## src/design/tx_trim_pkg.sv

```systemverilog
package tx_trim_pkg;

  // ****************************************
  // Register offsets
  // ****************************************
  localparam logic [7:0] TxCountHighOff  = 8'h1D;
  localparam logic [7:0] TxCountLowOff   = 8'h1E;
  localparam logic [7:0] PeerRateOff     = 8'h1F;
  localparam logic [7:0] ConverterOff    = 8'h20;
  localparam logic [7:0] TrimControlOff  = 8'h21;
  localparam logic [7:0] TargetPhaseOff  = 8'h22;

  // ****************************************
  // Reset values
  // ****************************************
  localparam logic [7:0] TxCountHighRst  = 8'h00;
  localparam logic [7:0] TxCountLowRst   = 8'h00;
  localparam logic [7:0] TrimControlRst  = 8'h00;
  localparam logic [7:0] TargetPhaseRst  = 8'h80;
  localparam logic [7:0] ResultRst       = 8'h00;

  // ****************************************
  // Field positions
  // ****************************************
  localparam int TxLowMsb      = 7;
  localparam int TxLowLsb      = 3;
  localparam int SplitMsb      = 2;
  localparam int SplitLsb      = 0;
  localparam int RateMsb       = 7;
  localparam int RateLsb       = 4;
  localparam int TrimSelBit    = 7;
  localparam int TrimManMsb    = 6;
  localparam int TrimManLsb    = 3;
  localparam int TxCountWidth  = 13;
  localparam int TrimWidth     = 4;

  localparam logic [2:0] NoSplit = 3'h0;

endpackage

```

## src/design/trim_select_if.sv

```systemverilog
`timescale 1ns/1ps
interface trim_select_if;
  logic       manualSel;
  logic [3:0] manualTrim;
  logic [3:0] calTrim;
  logic [3:0] trimOut;
  modport ctrl (output manualSel, output manualTrim, output calTrim,
                input trimOut);
  modport sel  (input manualSel, input manualTrim, input calTrim,
                output trimOut);
endinterface

```

## src/design/trim_select.sv

```systemverilog
`timescale 1ns/1ps
module trim_select
(
  input  wire logic    mclk,
  input  wire logic    sys_rst,
  trim_select_if.sel   tsel
);
  import tx_trim_pkg::*;

  typedef struct packed
  {
    logic [3:0] trim;
  } sel_state_t;

  sel_state_t stateR;
  sel_state_t stateNxt;

  always_comb
  begin
    stateNxt = stateR;
    // Trim source select
    if (tsel.manualSel)
      stateNxt.trim = tsel.manualTrim;
    else
      stateNxt.trim = tsel.calTrim;
  end

  always_ff @(posedge mclk or posedge sys_rst)
  begin
    if (sys_rst)
      stateR <= '0;
    else
      stateR <= stateNxt;
  end

  assign tsel.trimOut = stateR.trim;
endmodule

```

## src/design/tx_length_trim_regs.sv

```systemverilog
// Decided for this implementation: the plain strobed port.
`timescale 1ns/1ps
// What this block does
// Low five count bits at 1Eh[7:3]
// Software keeps byte count at most 8191
// 1Eh[2:0] is split-byte bit count
// Split anticollision frame sent without parity
// Split bits, anticollision, idle card, wake command: parity irq
// Peer bit-rate result in 1Fh[7:4]
// Converter result readable at 20h
// Result registers cleared at reset, defaults
// Writable registers load defaults on reset, command
// Trim bit 7 selects manual or calibrated
// Manual bits drive both switch pin groups
// 22h is target phase, default 80h
// High eight count bits at 1Dh
// Count concatenated, sampled at transmit start
module tx_length_trim_regs
(
  input  wire logic                           mclk,
  input  wire logic                           sys_rst,
  input  wire logic [7:0]                     regAddr,
  input  wire logic [7:0]                     regWrData,
  input  wire logic                           regWrite,
  input  wire logic                           regRead,
  output logic      [7:0]                     regRdData,
  input  wire logic                           setDefaults,
  input  wire logic                           txStart,
  input  wire logic                           anticollMode,
  input  wire logic                           cardIdle,
  input  wire logic                           wakeCmd,
  input  wire logic                           rateValid,
  input  wire logic [3:0]                     rateResult,
  input  wire logic                           convValid,
  input  wire logic [7:0]                     convResult,
  input  wire logic [tx_trim_pkg::TrimWidth-1:0] calTrim,
  output logic [tx_trim_pkg::TxCountWidth-1:0]   txByteCount,
  output logic      [2:0]                     txSplitBits,
  output logic                                txNoParity,
  output logic                                parityIrq,
  output logic      [7:0]                     targetPhase,
  output logic [tx_trim_pkg::TrimWidth-1:0]   tuning_switch_pins_first,
  output logic [tx_trim_pkg::TrimWidth-1:0]   tuning_switch_pins_second
);
  import tx_trim_pkg::*;

  // ****************************************
  // State
  // ****************************************
  typedef struct packed
  {
    logic [7:0]              txHigh;
    logic [7:0]              txLow;
    logic [7:0]              peerRate;
    logic [7:0]              conv;
    logic [7:0]              trimCtl;
    logic [7:0]              phase;
    logic [7:0]              rdData;
    logic [TxCountWidth-1:0] count;
    logic [2:0]              split;
    logic                    noPar;
    logic                    parIrq;
  } regs_t;

  regs_t stateR;
  regs_t stateNxt;

  trim_select_if tsIf ();

  function automatic logic [7:0] readMux(input regs_t s,
                                         input logic [7:0] a);
    begin
      case (a)
        TxCountHighOff: readMux = s.txHigh;
        TxCountLowOff:  readMux = s.txLow;
        PeerRateOff:    readMux = s.peerRate;
        ConverterOff:   readMux = s.conv;
        TrimControlOff: readMux = s.trimCtl;
        TargetPhaseOff: readMux = s.phase;
        // Unmapped offsets read as zero
        default:        readMux = 8'h00;
      endcase
    end
  endfunction

  always_comb
  begin
    stateNxt        = stateR;
    stateNxt.parIrq = 1'b0;
    stateNxt.rdData = 8'h00;

    // ****************************************
    // Register writes
    // ****************************************
    if (regWrite)
    begin
      case (regAddr)
        // High count byte
        TxCountHighOff: stateNxt.txHigh  = regWrData;
        // Low count bits and split field
        TxCountLowOff:  stateNxt.txLow   = regWrData;
        // Trim source and manual value
        TrimControlOff: stateNxt.trimCtl = {regWrData[7:3], 3'h0};
        // Target phase
        TargetPhaseOff: stateNxt.phase   = regWrData;
        default:        ;
      endcase
    end

    // ****************************************
    // Result capture
    // ****************************************
    // Rate result in upper nibble
    if (rateValid)
      stateNxt.peerRate = {rateResult, 4'h0};
    // Last conversion result
    if (convValid)
      stateNxt.conv = convResult;

    // ****************************************
    // Transmit sampling
    // ****************************************
    // Count latched at transmit start
    if (txStart)
    begin
      stateNxt.count = {stateR.txHigh, stateR.txLow[TxLowMsb:TxLowLsb]};
      // Split-byte bit count
      stateNxt.split = stateR.txLow[SplitMsb:SplitLsb];
      // No parity on split anticollision frame
      stateNxt.noPar = anticollMode &&
                       (stateR.txLow[SplitMsb:SplitLsb] != NoSplit);
    end

    // Wake command with split bits flags parity
    if (wakeCmd && anticollMode && cardIdle &&
        (stateR.txLow[SplitMsb:SplitLsb] != NoSplit))
      stateNxt.parIrq = 1'b1;

    // ****************************************
    // Restore defaults wins over register writes and result capture
    // ****************************************
    if (setDefaults)
    begin
      // Writable defaults
      stateNxt.txHigh  = TxCountHighRst;
      stateNxt.txLow   = TxCountLowRst;
      stateNxt.trimCtl = TrimControlRst;
      stateNxt.phase   = TargetPhaseRst;
      // Results cleared
      stateNxt.peerRate = ResultRst;
      stateNxt.conv     = ResultRst;
    end

    // Read data reflects state before this cycle's write
    if (regRead)
      stateNxt.rdData = readMux(stateR, regAddr);
  end

  always_ff @(posedge mclk or posedge sys_rst)
  begin
    if (sys_rst)
    begin
      stateR         <= '0;
      stateR.txHigh  <= TxCountHighRst;
      stateR.txLow   <= TxCountLowRst;
      stateR.trimCtl <= TrimControlRst;
      stateR.phase   <= TargetPhaseRst;
      stateR.peerRate <= ResultRst;
      stateR.conv    <= ResultRst;
    end
    else
      stateR <= stateNxt;
  end

  // ****************************************
  // Trim switch source
  // ****************************************
  assign tsIf.manualSel  = stateR.trimCtl[TrimSelBit];
  assign tsIf.manualTrim = stateR.trimCtl[TrimManMsb:TrimManLsb];
  assign tsIf.calTrim    = calTrim;

  trim_select uTrimSel
  (
    .mclk    (mclk),
    .sys_rst (sys_rst),
    .tsel    (tsIf.sel)
  );

  // Same trim on both pin groups
  assign tuning_switch_pins_first  = tsIf.trimOut;
  assign tuning_switch_pins_second = tsIf.trimOut;

  assign regRdData   = stateR.rdData;
  assign txByteCount = stateR.count;
  assign txSplitBits = stateR.split;
  assign txNoParity  = stateR.noPar;
  assign parityIrq   = stateR.parIrq;
  assign targetPhase = stateR.phase;
endmodule

```

## config.mk

```make
export PLATFORM = sky130hd
export DESIGN_NAME = tx_length_trim_regs
export DESIGN_NICKNAME = d
export VERILOG_FILES = /design/src/design/tx_trim_pkg.sv /design/src/design/trim_select_if.sv /design/src/design/trim_select.sv /design/src/design/tx_length_trim_regs.sv
export SDC_FILE = /design/constraint.sdc
export NUM_CORES = 1
export LEC_CHECK = 0
export BUFFER_PORTS_ARGS = -buffer_cell sky130_fd_sc_hd__buf_2
export CAP_MARGIN = 20
export CORE_UTILIZATION = 36
export DETAILED_ROUTE_END_ITERATION = 10
export PLACE_DENSITY_LB_ADDON = 0.2
export SETUP_SLACK_MARGIN = 0.5
export SYNTH_ARGS = -nofsm -noshare
export SYNTH_HDL_FRONTEND = slang
export SYNTH_SLANG_ARGS = --single-unit
```

## constraint.sdc

```tcl
create_clock -name mclk -period 3.1 [get_ports mclk]
set_clock_uncertainty 0.05 [all_clocks]
set_input_delay 0.465 -clock mclk [delete_from_list [all_inputs] [get_ports mclk]]
set_output_delay 0.465 -clock mclk [all_outputs]
set_load 0.1 [all_outputs]
```

# After elaboration in Yosys (flattened, before gate mapping)
# Index checks and enable logic that the tools add are counted.
[totals]
regBits = 78
latch_bits = 0
ram_bits = 0
rom_bits = 0
inputBits = 43
output_inout_bits = 42
n_memories = 0
[op_classes]
n_addsub = 0
multipliers = 0
div = 0
order_cmp = 0
eq_ne = 6
n_shift = 0
muxes = 13
n_bitwise = 0
reduce_logical = 16
[op_table]
columns = ["operator", "count"]
rows = [
  ["$mux 8", 7],
  ["$mux 48", 1],
  ["$pmux 8 s6", 1],
  ["$mux 16", 2],
  ["$eq 8x5->1 const B", 3],
  ["$eq 8x6->1 const B", 3],
  ["$reduce_bool 2->1", 7],
  ["$reduce_and 2->1", 4],
  ["$logic_and 1x1->1", 4],
  ["$mux 4", 1],
  ["$reduce_bool 3->1", 1],
  ["$mux 1", 1],
]

# Longest topological paths before layout
# Gate-level depths: netlist (run 1).
[depth]
ltp_word = 4
depth_mapped = 6

# Cells and area by module
# Synthesis (run 1) repeated with hierarchy kept, for this count alone.
[hier_totals]
hier_cells = 327
hier_area_um2 = 3638.5
[by_module_without_submodules]
columns = ["mod", "instances", "cells_each", "area_each_um2", "seq_area_each_um2"]
rows = [
  ["tx_length_trim_regs", 1, 318, 3489.6, 1677.9],
  ["trim_select", 1, 9, 148.9, 100.1],
]

# Worst setup path before layout (run 1)
# OpenSTA, ideal clock, no wires.
[synth_timing]
path_type = "flip-flop to output port"
start = "reg uTrimSel.stateR, in the netlist uTrimSel.tsel.trimOut[0]"
end = "out tuning_switch_pins_second[0] in the netlist's numbering"
arrival_time_ns = 1.324
required_time_ns = 2.585
setup_slack_ns = 1.261
stages_incl_launch_ff = 2
path_buffers = 1
path_cell_list = "dfrtp_1 buf_4"
[synth_lines]
columns = ["element", "line_no", "source"]
rows = [
  ["from (decl)", "trim_select.sv:15", "sel_state_t stateR;"],
  ["from (signal assigned)", "trim_select.sv:33", "stateR <= stateNxt;"],
  ["to (decl)", "tx_length_trim_regs.sv:43", "output logic [tx_trim_pkg::TrimWidth-1:0] tuning_switch_pins_second"],
]
# No word-level cell between the ends.

# Worst setup path in the final report (run 1)
[layout_timing]
start = "reg stateR, in the netlist targetPhase[7]"
end = "out targetPhase[7]"
[layout_lines]
columns = ["element", "line_no", "source"]
rows = [
  ["from (decl)", "tx_length_trim_regs.sv:65", "regs_t stateR;"],
  ["from (signal assigned)", "tx_length_trim_regs.sv:172", "stateR <= stateNxt;"],
  ["to (decl)", "tx_length_trim_regs.sv:41", "output logic [7:0] targetPhase,"],
]
# No word-level cell between the ends.

==> summary.txt, run 1 <==
Clock tree
  – CTS tree: done
  – CTS Buffer Depth: 2
  – Clk slew on worst S/H paths: 0.08 ns
  – Later-pin clock latency in the skew report: 0.35 ns
  – Hold bufs inserted after CTS: 0
  – CTS Sinks: between 70 and 80
  – Post CTS Setup Buffer Count: 0
  – H-tree lvl count: 3
  – Cts repair resizes: 0
  – TritonCTS buffer count: 9
  – Clock Tree Root: clkbuf_8

Detailed routing
  – Routed wire per std cell: 16.8 um
  – Met1 WL: 3.91 mm
  – Highest Signal Layer: met4
  – Via Count: 2515
  – Number of routed nets with antenna violations: 0
  – Vias/cell: 5.08
  – Met3 WL: 338 um
  – Metal2 WL: 3.94 mm
  – First-pass iteration count of the detailed router: 4
  – Post-Route WL: roughly 8.3 mm
  – # DRC: 0
  – Initial drt markers: 110

Synthesis
  – Cell count after synthesis: 321
  – Synth Cell Area: around 0.0035 sq mm
  – Sequential share of the synthesized area: 50.9%
  – Yosys reg bits: 71
  – Yosys cell types: 38
  – Avg Synthesized Cell Area: 10.9 sq um
  – Syn Nets: 364
  – Yosys warning count: 0

Setup path
  – Arr. time, crit path: 1.35 ns
  – Crit-path slowest cell: dfstp_2
  – Reg2Reg Setup Slack: 1.85 ns
  – Crit path buf inv count: 1
  – WP data required: ~2.6 ns
  – Delay-heaviest family, CP: flip-flops
  – Max incr delay on CP: 0.57 ns
  – Worst setup EP type: output pin
  – CP startpoint kind: register
  – Worst Path Class, Setup: register to output pin
  – CP Cell Sequence: buf_2
  – Critical path fanouts, max: 3

Die
  – # IOs: between 80 and 90
  – Initial Util: between 30% and 40%
  – DIE AREA: around 0.010 sq mm
  – Core box area: 0.00933 sq mm
  – Die Span Y: 100 um
  – Die width: 100 um
  – Row count: 35

Timing
  – Final Max Tran Viols: 0
  – Tmin final: 1.87 ns
  – Slew of the pin with the lowest slew margin: 0.760 ns
  – Worst hold margin: ~0.16 ns
  – Max_slew headroom: 49.3%
  – Final setup fails: 0
  – F_max: 0.536 GHz
  – Tcrit/Tclk final: 60.2%
  – Setup TNS: 0 ns
  – Final hold viol count: 0
  – Unrepaired setup endpoints after global routing: false

Power
  – Peak VDD IR: approximately 0.26 mV
  – Cell leakage power: between 1.5 and 2 nW
  – Pwr dens: 512 mW/mm^2

Min path
  – Worst Hold Class: input pin to async pin

Finish
  – Antenna cells: 0
  – NumNets Final: 404
  – Final Cell Area: 0.00397 sq mm
  – Syn-to-layout area delta: 13.8%
  – Share of layout cells above drive strength 1: approximately 36%

Place
  – DP Wirelength: 6.00 mm
  – DP Area: 0.00373 sq mm
  – GPL Wtd Cong: ~0.80
  – # port buffers: 84

Global route
  – Largest net degree at the start of global routing: 42
  – GRT Residual Overflow: 0
  – Initial antenna violation count: 0
  – Global-route wire length before repair: 13.6 mm
  – Vias in the first global route: approximately 2600
  – GRT Total Usage: approximately 18%

Run status
  – Status: finished, final reports clean

Flow run
  – Max_cap viols: 0
==> per-layer routing <==
metal  vias to the layer above  GRT usage (%)
met5                         -              0
met4                         0           6.69
met3                        14           4.02
met2                        61           28.5
met1                      1255           24.0
li1                       1185              -
==> per-stage QoR <==
| stage | std cells | util [%] | setup WS, ns | power (mW) |
|---|---|---|---|---|
| after floorplan | 321 | - | 0.790 | 1.11 |
| final | 495 | 42.6 | 1.23 | 2.03 |
| after CTS | 495 | 42.6 | 1.22 | 2.05 |
| after global routing | 495 | 42.6 | 1.14 | 2.11 |
| after detailed placement | 479 | 40.0 | 0.927 | 1.17 |
| after global placement | 479 | 40.0 | 0.934 | 1.16 |
==> cell usage after synthesis <==
| cell type | count | area, sq um |
|---|---|---|
| a32o_1 | 2 | 20.0 |
| and2_1 | 1 | 6.26 |
| dfrtp_1 | 70 | 1750 |
| nor2b_1 | 2 | 12.5 |
| a21oi_1 | 18 | 90.1 |
| mux2_2 | 21 | 236 |
| o21ai_0 | 2 | 10.0 |
| mux2i_1 | 29 | 290 |
| nand2_1 | 16 | 60.1 |
| buf_2 | 5 | 25.0 |
| nor4b_4 | 1 | 23.8 |
| nor4b_1 | 1 | 8.76 |
| a32oi_1 | 1 | 8.76 |
| nand3_1 | 13 | 65.1 |
| nand4_1 | 15 | 93.8 |
| o32a_1 | 2 | 20.0 |
| buf_1 | 1 | 3.75 |
| a211o_1 | 1 | 8.76 |
| a221o_1 | 1 | 10.0 |
| a22oi_1 | 6 | 45.0 |
| and3_2 | 1 | 7.51 |
| a41oi_1 | 5 | 43.8 |
| o211ai_1 | 1 | 7.51 |
| nor2b_2 | 1 | 8.76 |
| clkinv_1 | 1 | 3.75 |
| a21o_1 | 2 | 15.0 |
| a22o_1 | 2 | 17.5 |
| a31oi_1 | 1 | 6.26 |
| and3_1 | 6 | 37.5 |
| nor2_1 | 31 | 116 |
| buf_6 | 2 | 22.5 |
| dfstp_2 | 1 | 26.3 |
| and4_1 | 2 | 17.5 |
| o31a_1 | 1 | 8.76 |
| inv_1 | 3 | 11.3 |
| clkbuf_1 | 13 | 48.8 |
| and4b_1 | 1 | 10.0 |
| buf_4 | 39 | 293 |
==> state kept, by name (all words and copies together) (netlist names) <==
name and count:
txSplitBits 3, txByteCount 13, stateR 33, regRdData 8
targetPhase 8, parityIrq 1, txNoParity 1, uTrimSel.tsel.trimOut 4
==> layout make-up <==
type	instances	area, sq um
repair buffers	89	470
inverters	4	15.0
clock buffers	14	183
multi-input cells	186	1310
clock inverters	2	60.1
well taps	129	161
flip-flops and latches	71	1780
fillers	915	5350
==> path summary, 6_finish.rpt <==
check / start / to / cells past startpoint
worst min register to register: txNoParity$_DFFE_PP0P_ / txNoParity$_DFFE_PP0P_ / 1
worst max register to register: targetPhase[4]$_DFFE_PP0P_ / regRdData[4]$_DFF_PP0_ / 4
worst max-delay path: targetPhase[7]$_DFFE_PP1P_ / targetPhase[7] / 1
min in group mclk: calTrim[2] / uTrimSel.tsel.trimOut[2]$_DFF_PP0_ / 2
worst min-delay path: sys_rst / txByteCount[9]$_DFFE_PP0P_ / 2
max in group asynchronous: sys_rst / targetPhase[2]$_DFFE_PP0P_ / 3
==> power breakdown <==
part / leakage (nW) / internal (mW) / total, mW / switching [mW]
Sequential: 0.969 / 0.940 / 0.948 / 0.00775
Combinational: 0.824 / 0.0534 / 0.198 / 0.145
Clock: 0.123 / 0.542 / 0.887 / 0.345
Total: 1.92 / 1.54 / 2.03 / 0.497
==> logic make-up after synthesis <==
group / Yosys count / share of synthesized area (%)
AOI/OAI and AO/OA: 45 / 8.92
buffers and inverters: 64 / 11.7
DFF: 71 / 50.9
muxes: 50 / 15.1
and+or+nand+nor: 91 / 13.4
==> cell usage in the layout (no fill, tap or decap), types with 4 or more instances in the layout <==
cell type	count
buf_2	84
buf_4	4
a21oi_1	18
nand3_1	13
a41oi_1	5
nand4_1	15
clkbuf_8	13
dfrtp_1	70
a22oi_1	6
mux2_2	21
nand2_1	16
mux2i_1	29
and3_1	6
nor2_1	31
No activity file was read; power rests on OpenSTA's default activity.
==> run 2: changes to the inputs <==
--- a/config.mk
+++ b/config.mk
@@ -5,6 +5,7 @@
 export SDC_FILE = /design/constraint.sdc
 export NUM_CORES = 1
 export LEC_CHECK = 0
+export ABC_AREA = 1
 export BUFFER_PORTS_ARGS = -buffer_cell sky130_fd_sc_hd__buf_2
 export CAP_MARGIN = 20
 export CORE_UTILIZATION = 36
==> constraint.sdc (replaced) <==
create_clock -name mclk -period 1.65 [get_ports mclk]
set_clock_uncertainty 0.05 [all_clocks]
set_input_delay 0.2475 -clock mclk [delete_from_list [all_inputs] [get_ports mclk]]
set_output_delay 0.2475 -clock mclk [all_outputs]
set_load 0.1 [all_outputs]
==> summary.txt, run 2 <==
Run status
  – Status: finished, final reports clean (unchanged)

Synthesis
  – Async SR Flop Fraction: 100% (unchanged)
  – Post-synth EDFFs: 0 (unchanged)
  – Commonest cells post-synth: dfrtp_1, nand2_1, nand3_1 (was dfrtp_1, buf_4, nor2_1)
  – Ranking of synthesized cells by area: dfrtp_1, buf_4, nand3_1, nand2_1, mux2_2 (was dfrtp_1, buf_4, mux2i_1, mux2_2, nor2_1)
  – Cell count after synthesis: 381 (was 321)
  – Count leader, synth: dfrtp_1 (unchanged)
  – Yosys warning count: 0 (unchanged)
  – Largest area contributor in the netlist: dfrtp_1 (unchanged)
  – Sequential share of the synthesized area: 50.7% (was 50.9%)
  – Syn Nets: 424 (was 364)
  – Avg Synthesized Cell Area: 9.21 sq um (was 10.9 sq um)
  – Synth Flop Type: dfrtp_1 (unchanged)
  – Synth Cell Area: 0.00351 sq mm (was 0.00349 sq mm)
  – Top cell type's share of synthesized area: 49.9% (was 50.2%)
  – Yosys cell types: 27 (was 38)
  – Yosys reg bits: 71 (unchanged)

Power
  – Sw Pwr: 1.66 mW (was 0.497 mW)
  – Pint: 3.41 mW (was 1.54 mW)
  – Cell leakage power: 2.29 nW (was 1.92 nW)
  – Switch share: 32.7% (was 24.5%)
  – Peak VDD IR: 0.395 mV (was 0.261 mV)
  – Clock power share: 33.8% (was 43.6%)
  – Sequential share of power: 39.5% (was 46.6%)
  – Pwr dens: 1040 mW/mm^2 (was 512 mW/mm^2)
  – Comb pwr share: 26.7% (was 9.7%)

Detailed routing
  – First-pass iteration count of the detailed router: 4 (unchanged)
  – Post-Route WL: 8.65 mm (was 8.33 mm)
  – Number of routed nets with antenna violations: 0 (unchanged)
  – # DRC: 0 (unchanged)
  – Highest Signal Layer: met4 (unchanged)
  – Metal2 WL: 4.07 mm (was 3.94 mm)
  – Initial drt markers: 182 (was 110)
  – Met3 WL: 529 um (was 338 um)
  – Via Count: 2742 (was 2515)
  – Routed wire per std cell: 14.7 um (was 16.8 um)
  – Vias/cell: 4.66 (was 5.08)
  – Met1 WL: 3.83 mm (was 3.91 mm)

Finish
  – Most common cell after layout, fill and taps aside: dfrtp_1 (was buf_2)
  – NumNets Final: 497 (was 404)
  – Syn-to-layout area delta: 39.0% (was 13.8%)
  – Share of layout cells above drive strength 1: 41.4% (was 35.5%)
  – Largest register FFs: 33 (unchanged)
  – Top reg by flops: stateR (unchanged)
  – Most frequent cells in the layout: dfrtp_1, nand2_1, nand3_1 (was buf_2, dfrtp_1, nor2_1)
  – Antenna cells: 0 (unchanged)
  – Final Util: 52.3% (was 42.6%)

Die
  – Row count: 35 (unchanged)
  – DIE AREA: 0.0101 sq mm (about the same)
  – Core box area: 0.00933 sq mm (unchanged)
  – Die Span Y: 101 um (was 100 um)
  – # IOs: 85 (unchanged)
  – Initial Util: 37.6% (was 37.4%)
  – Die width: 101 um (was 100 um)

Global route
  – GRT Residual Overflow: 0 (unchanged)
  – Vias in the first global route: 2644 (was 2575)
  – Global-route wire length before repair: 13.5 mm (was 13.6 mm)
  – Initial antenna violation count: 0 (unchanged)
  – GRT Total Usage: 17.9% (about the same)
  – Largest net degree at the start of global routing: 37 (was 42)

Clock tree
  – Later-pin clock latency in the skew report: 0.35 ns (about the same)
  – CTS tree: done (unchanged)
  – TritonCTS buffer count: 9 (unchanged)
  – H-tree lvl count: 3 (unchanged)
  – CTS Buffer Depth: 2 (unchanged)
  – Clk slew on worst S/H paths: 0.08 ns (about the same)
  – CTS Sinks: 71 (unchanged)
  – Clock Tree Root: clkbuf_8 (unchanged)

Place
  – GPL Wtd Cong: 0.835 (was 0.803)
  – # port buffers: 84 (unchanged)
  – DP Wirelength: 6.23 mm (was 6.00 mm)

Timing
  – Final hold viol count: 0 (unchanged)
  – Final setup fails: 0 (unchanged)
  – Max_slew headroom: 68.0% (was 49.3%)
  – Tmin final: approximately 1.4 ns
  – Unrepaired setup endpoints after global routing: true (was false)
  – Slew of the pin with the lowest slew margin: 0.480 ns (was 0.760 ns)
  – Final Max Tran Viols: 0 (unchanged)
  – Setup TNS: 0 ns (unchanged)
  – Tcrit/Tclk final: 85.0%
  – F_max: 0.713 GHz

Min path
  – Worst Hold Class: input pin to register (was input pin to async pin)

Setup path
  – WP data required: 1.35 ns (was 2.58 ns)
  – Max incr delay on CP: 0.58 ns (was 0.57 ns)
  – Crit-path slowest cell: dfstp_2 (unchanged)
  – Arr. time, crit path: 1.10 ns (was 1.35 ns)
  – Worst Path Class, Setup: register to output pin (unchanged)
  – Delay-heaviest family, CP: flip-flops (unchanged)
  – Crit path buf inv count: 1 (unchanged)
  – Critical path fanouts, max: 2 (was 3)
  – Worst setup EP type: output pin (unchanged)
  – CP Cell Sequence: buf_12 (was buf_2)
  – CP startpoint kind: register (unchanged)

Flow run
  – Max_cap viols: 0 (unchanged)
## run 2: cell type report
type | count | area, sq um
multi-input combinational | 227 | 1300
sequential | 71 | 1800
timing repair buffer | 111 | 1230
fill | 865 | 4450
clock buffer | 11 | 141
tap | 129 | 161
inverter | 34 | 136
clock inverter | 5 | 104
## run 2: path summary, 6_finish.rpt
| check | startpoint | end | slack [ns] | depth (start not counted) |
|---|---|---|---|---|
| worst min-delay path | calTrim[3] | uTrimSel.tsel.trimOut[3]$_DFF_PP0_ | 0.07 | 2 |
| worst max register to register | targetPhase[7]$_DFFE_PP1P_ | regRdData[7]$_DFF_PP0_ | 0.53 | 5 |
| min in group asynchronous | sys_rst | txSplitBits[0]$_DFFE_PP0P_ | 0.51 | 4 |
| max in group asynchronous | sys_rst | txNoParity$_DFFE_PP0P_ | 0.69 | 4 |
| worst max-delay path | targetPhase[7]$_DFFE_PP1P_ | targetPhase[7] | 0.25 | 1 |
| worst min register to register | stateR[37]$_DFFE_PP0P_ | stateR[37]$_DFFE_PP0P_ | 0.44 | 2 |
## run 2: per-layer routing
layer / track usage, % / up-vias
met3: 3.12 / 19
met1: 24.2 / 1279
met5: 0 / -
met2: 28.2 / 92
li1: - / 1352
met4: 8.03 / 0
## run 2: what timing repair did
item / 4_1_cts / 5_1_grt
pin swaps: 0 / 10
endpoints found under the setup margin: 51 / 70
cloned: 0 / 1
setup buffers: 10 / 7
hold buffers: 1 / 0
gates resized for setup: 158 / 18
hold endpoints to repair: 68 / 0
## run 2: cell families (layout without fill, tap and decap cells)
family | Yosys count | after routing | synth area share, %
AOI/OAI and AO/OA | 58 | 58 | 9.49
DFF | 71 | 71 | 50.7
and+or+nand+nor | 152 | 152 | 20.5
buffers and inverters | 83 | 161 | 13.8
muxes | 17 | 17 | 5.46
## run 2: power by group through the flow
stage / Clock (mW) / Sequential [mW] / Combinational [mW]
after global routing: 1.80 / 2.02 / 1.41
final: 1.71 / 2.00 / 1.35
after floorplan: 0 / 2.07 / 0.856
after detailed placement: 0 / 1.99 / 1.04
after CTS: 1.74 / 2.00 / 1.31
after global placement: 0 / 1.99 / 1.03
## run 2: metrics by stage
stage	hold WS [ns]	setup WS (ns)	cell area (sq um)	power, mW	std cells
after floorplan	0.312	0.449	3570	2.93	381
after global placement	0.351	0.0982	3820	3.02	553
after detailed placement	0.354	0.0710	3820	3.04	553
after CTS	0.0661	0.243	4720	5.05	580
after global routing	0.0709	0.239	4880	5.24	588
final	0.0670	0.248	4880	5.07	588
==> run 3: changes to the inputs <==
--- a/config.mk
+++ b/config.mk
@@ -5,7 +5,7 @@
 export SDC_FILE = /design/constraint.sdc
 export NUM_CORES = 1
 export LEC_CHECK = 0
-export ABC_AREA = 1
+export ABC_AREA = 0
 export BUFFER_PORTS_ARGS = -buffer_cell sky130_fd_sc_hd__buf_2
 export CAP_MARGIN = 20
 export CORE_UTILIZATION = 36
==> constraint.sdc (replaced) <==
create_clock -name mclk -period 1.22 [get_ports mclk]
set_clock_uncertainty 0.05 [all_clocks]
set_input_delay 0.183 -clock mclk [delete_from_list [all_inputs] [get_ports mclk]]
set_output_delay 0.183 -clock mclk [all_outputs]
set_load 0.1 [all_outputs]
==> summary.txt, run 3 (synthesized netlist as in run 1, its figures left out) <==
Run status
  – Status: complete, but fails checks (was finished, final reports clean)
  – Failing checks: negative hold slack, negative setup slack

Setup path
  – Max incr delay on CP: 0.54 ns (was 0.58 ns)
  – Critical path origin: targetPhase[7]$_DFFE_PP1P_ (unchanged)
  – Crit path to: targetPhase[7] (unchanged)
  – Crit-path slowest cell: dfstp_2 (unchanged)
  – Arr. time, crit path: 1.16 ns (was 1.10 ns)
  – CP startpoint kind: register (unchanged)
  – Critical path fanouts, max: 2 (unchanged)
  – Worst reg2reg endpoint: regRdData[7]$_DFF_PP0_ (unchanged)
  – Reg2Reg Setup Slack: -0.06 ns (was 0.53 ns)
  – Worst setup EP type: output pin (unchanged)
  – Worst Path Class, Setup: register to output pin (unchanged)
  – R2r worst-path depth: 5 (unchanged)
  – WP data required: 0.99 ns (was 1.35 ns)
  – FF-to-FF Start: targetPhase[7]$_DFFE_PP1P_ (unchanged)
  – CP Cell Sequence: buf_6 > buf_12 (was buf_12)

Detailed routing
  – Metal2 WL: 4.89 mm (was 4.07 mm)
  – Number of routed nets with antenna violations: 0 (unchanged)
  – Post-Route WL: 9.82 mm (was 8.65 mm)
  – Via Count: 2913 (was 2742)
  – # DRC: 0 (unchanged)
  – Vias/cell: 5.11 (was 4.66)
  – Met1 WL: 4.22 mm (was 3.83 mm)
  – Highest Signal Layer: met4 (unchanged)
  – Initial drt markers: 104 (was 182)
  – First-pass iteration count of the detailed router: 4 (unchanged)
  – Routed wire per std cell: 17.2 um (was 14.7 um)
  – Met3 WL: 416 um (was 529 um)

Timing
  – Worst hold margin: -0.255 ns (was 0.0670 ns)
  – Max_slew headroom: 75.7% (was 68.0%)
  – Tcrit/Tclk final: 114%
  – F_max: 0.718 GHz
  – Final Max Tran Viols: 0 (unchanged)
  – Slew of the pin with the lowest slew margin: 0.364 ns (was 0.480 ns)
  – Final setup fails: 17 (was 0)
  – Unrepaired setup endpoints after global routing: true (unchanged)
  – Post-route setup slack: -0.173 ns (was 0.248 ns)
  – Tmin final: 1.39 ns
  – Final hold viol count: 13 (was 0)

Global route
  – Global-route wire length before repair: 15.2 mm (was 13.5 mm)
  – GRT Residual Overflow: 0 (unchanged)
  – Largest net degree at the start of global routing: 42 (was 37)
  – Vias in the first global route: 2899 (was 2644)
  – GRT Total Usage: 20.2% (was 17.9%)
  – Initial antenna violation count: 0 (unchanged)

Die
  – Row count: 35 (unchanged)
  – # IOs: 85 (unchanged)
  – DIE AREA: 0.0101 sq mm (about the same)
  – Die width: 100 um (was 101 um)
  – Initial Util: 37.4% (was 37.6%)
  – Core box area: 0.00933 sq mm (unchanged)
  – Die Span Y: 100 um (was 101 um)

Place
  – GPL Wtd Cong: 0.898 (was 0.835)
  – DP Area: 0.00478 sq mm (was 0.00382 sq mm)
  – # port buffers: 84 (unchanged)
  – DP Wirelength: 6.74 mm (was 6.23 mm)
  – Placed cells: 513 (was 553)
  – Place WS: -0.376 ns (was 0.0710 ns)

Finish
  – Syn-to-layout area delta: 64.5% (was 39.0%)
  – Antenna cells: 0 (unchanged)
  – Final Util: 61.6% (was 52.3%)
  – Most common cell after layout, fill and taps aside: dfrtp_1 (unchanged)
  – Most frequent cells in the layout: dfrtp_1, buf_12, buf_6 (was dfrtp_1, nand2_1, nand3_1)
  – Non-Filler Instances: 570 (was 588)
  – NumNets Final: 479 (was 497)
  – Fillers: 742 (was 865)
  – Largest register FFs: 33 (unchanged)
  – Final Cell Area: 0.00574 sq mm (was 0.00488 sq mm)
  – Top reg by flops: stateR (unchanged)
  – Share of layout cells above drive strength 1: 59.9% (was 41.4%)

Clock tree
  – CTS tree: done (unchanged)
  – Later-pin clock latency in the skew report: 0.36 ns (was 0.35 ns)
  – Clock Tree Root: clkbuf_8 (unchanged)
  – Clk slew on worst S/H paths: 0.08 ns (about the same)
  – CTS Buffer Depth: 2 (unchanged)
  – H-tree lvl count: 3 (unchanged)
  – TritonCTS buffer count: 9 (unchanged)
  – CTS Sinks: 71 (unchanged)

Flow run
  – Max_cap viols: 0 (unchanged)

Power
  – Peak VDD IR: 0.619 mV (was 0.395 mV)
  – Pwr dens: 911 mW/mm^2 (was 1040 mW/mm^2)
  – Cell leakage power: 2.54 nW (was 2.29 nW)

Min path
  – Worst Hold Class: input pin to async pin (was input pin to register)
==> run 3: through the flow <==
stage | hold slack [ns] | total power, mW | TNS (ns)
3_3_place_gp | 0.135 | 3.13 | -10.96
3_5_place_dp | 0.140 | 3.13 | -11.11
6_report | -0.255 | 5.23 | -1.10
2_1_floorplan | 0.259 | 2.89 | -3.08
5_1_grt | -0.247 | 5.41 | -1.84
4_1_cts | -0.248 | 5.23 | -1.08
==> run 3: worst min path at each step <==
stage / from / end / slack [ns] / cells after the start
2_1_floorplan: regWrData[7] / targetPhase[7]$_DFFE_PP1P_ / 0.26 / 1
3_3_place_gp: sys_rst / txByteCount[5]$_DFFE_PP0P_ / 0.14 / 2
3_5_place_dp: sys_rst / txByteCount[5]$_DFFE_PP0P_ / 0.14 / 2
4_1_cts: sys_rst / uTrimSel.tsel.trimOut[3]$_DFF_PP0_ / -0.25 / 2
5_1_grt: sys_rst / uTrimSel.tsel.trimOut[0]$_DFF_PP0_ / -0.25 / 2
6_report: sys_rst / uTrimSel.tsel.trimOut[1]$_DFF_PP0_ / -0.25 / 2
==> run 3: layer usage <==
metal	vias up	GRT usage, %
met4	0	6.80
met5	-	0
li1	1347	-
met2	100	33.4
met3	20	5.27
met1	1446	25.9
==> run 3: report_power, final <==
part           switching (mW)  internal [mW]  leakage [nW]
registers              0.0395           2.39         0.955
logic                   0.426          0.295          1.48
clock network           0.931           1.15         0.106
==> run 3: worst max-delay path, delay by kind of cell, from the launching register on <==
| family | cells | cell delay, ns |
|---|---|---|
| buffers and inverters | 2 | 0.26 |
| flip-flops | 1 | 0.54 |
==> run 3: layout make-up <==
| type | instances | area (sq um) | area share, % |
|---|---|---|---|
| Sequential cell | 71 | 1810 | 31.4 |
| Timing Repair Buffer | 163 | 1900 | 33.1 |
| Tap cell | 129 | 161 | 2.81 |
| Inverter | 4 | 18.8 | 0.327 |
| Multi-Input combinational cell | 187 | 1640 | 28.6 |
| Clock inverter | 6 | 86.3 | 1.50 |
| Clock buffer | 10 | 128 | 2.22 |
==> run 3: timing repair <==
item,4_1_cts,5_1_grt
endpoints found under the setup margin,113,113
pin swaps,33,24
resized for setup,75,33
buffers inserted,25,11
endpoints found under the hold margin,13,13
cloned,5,0
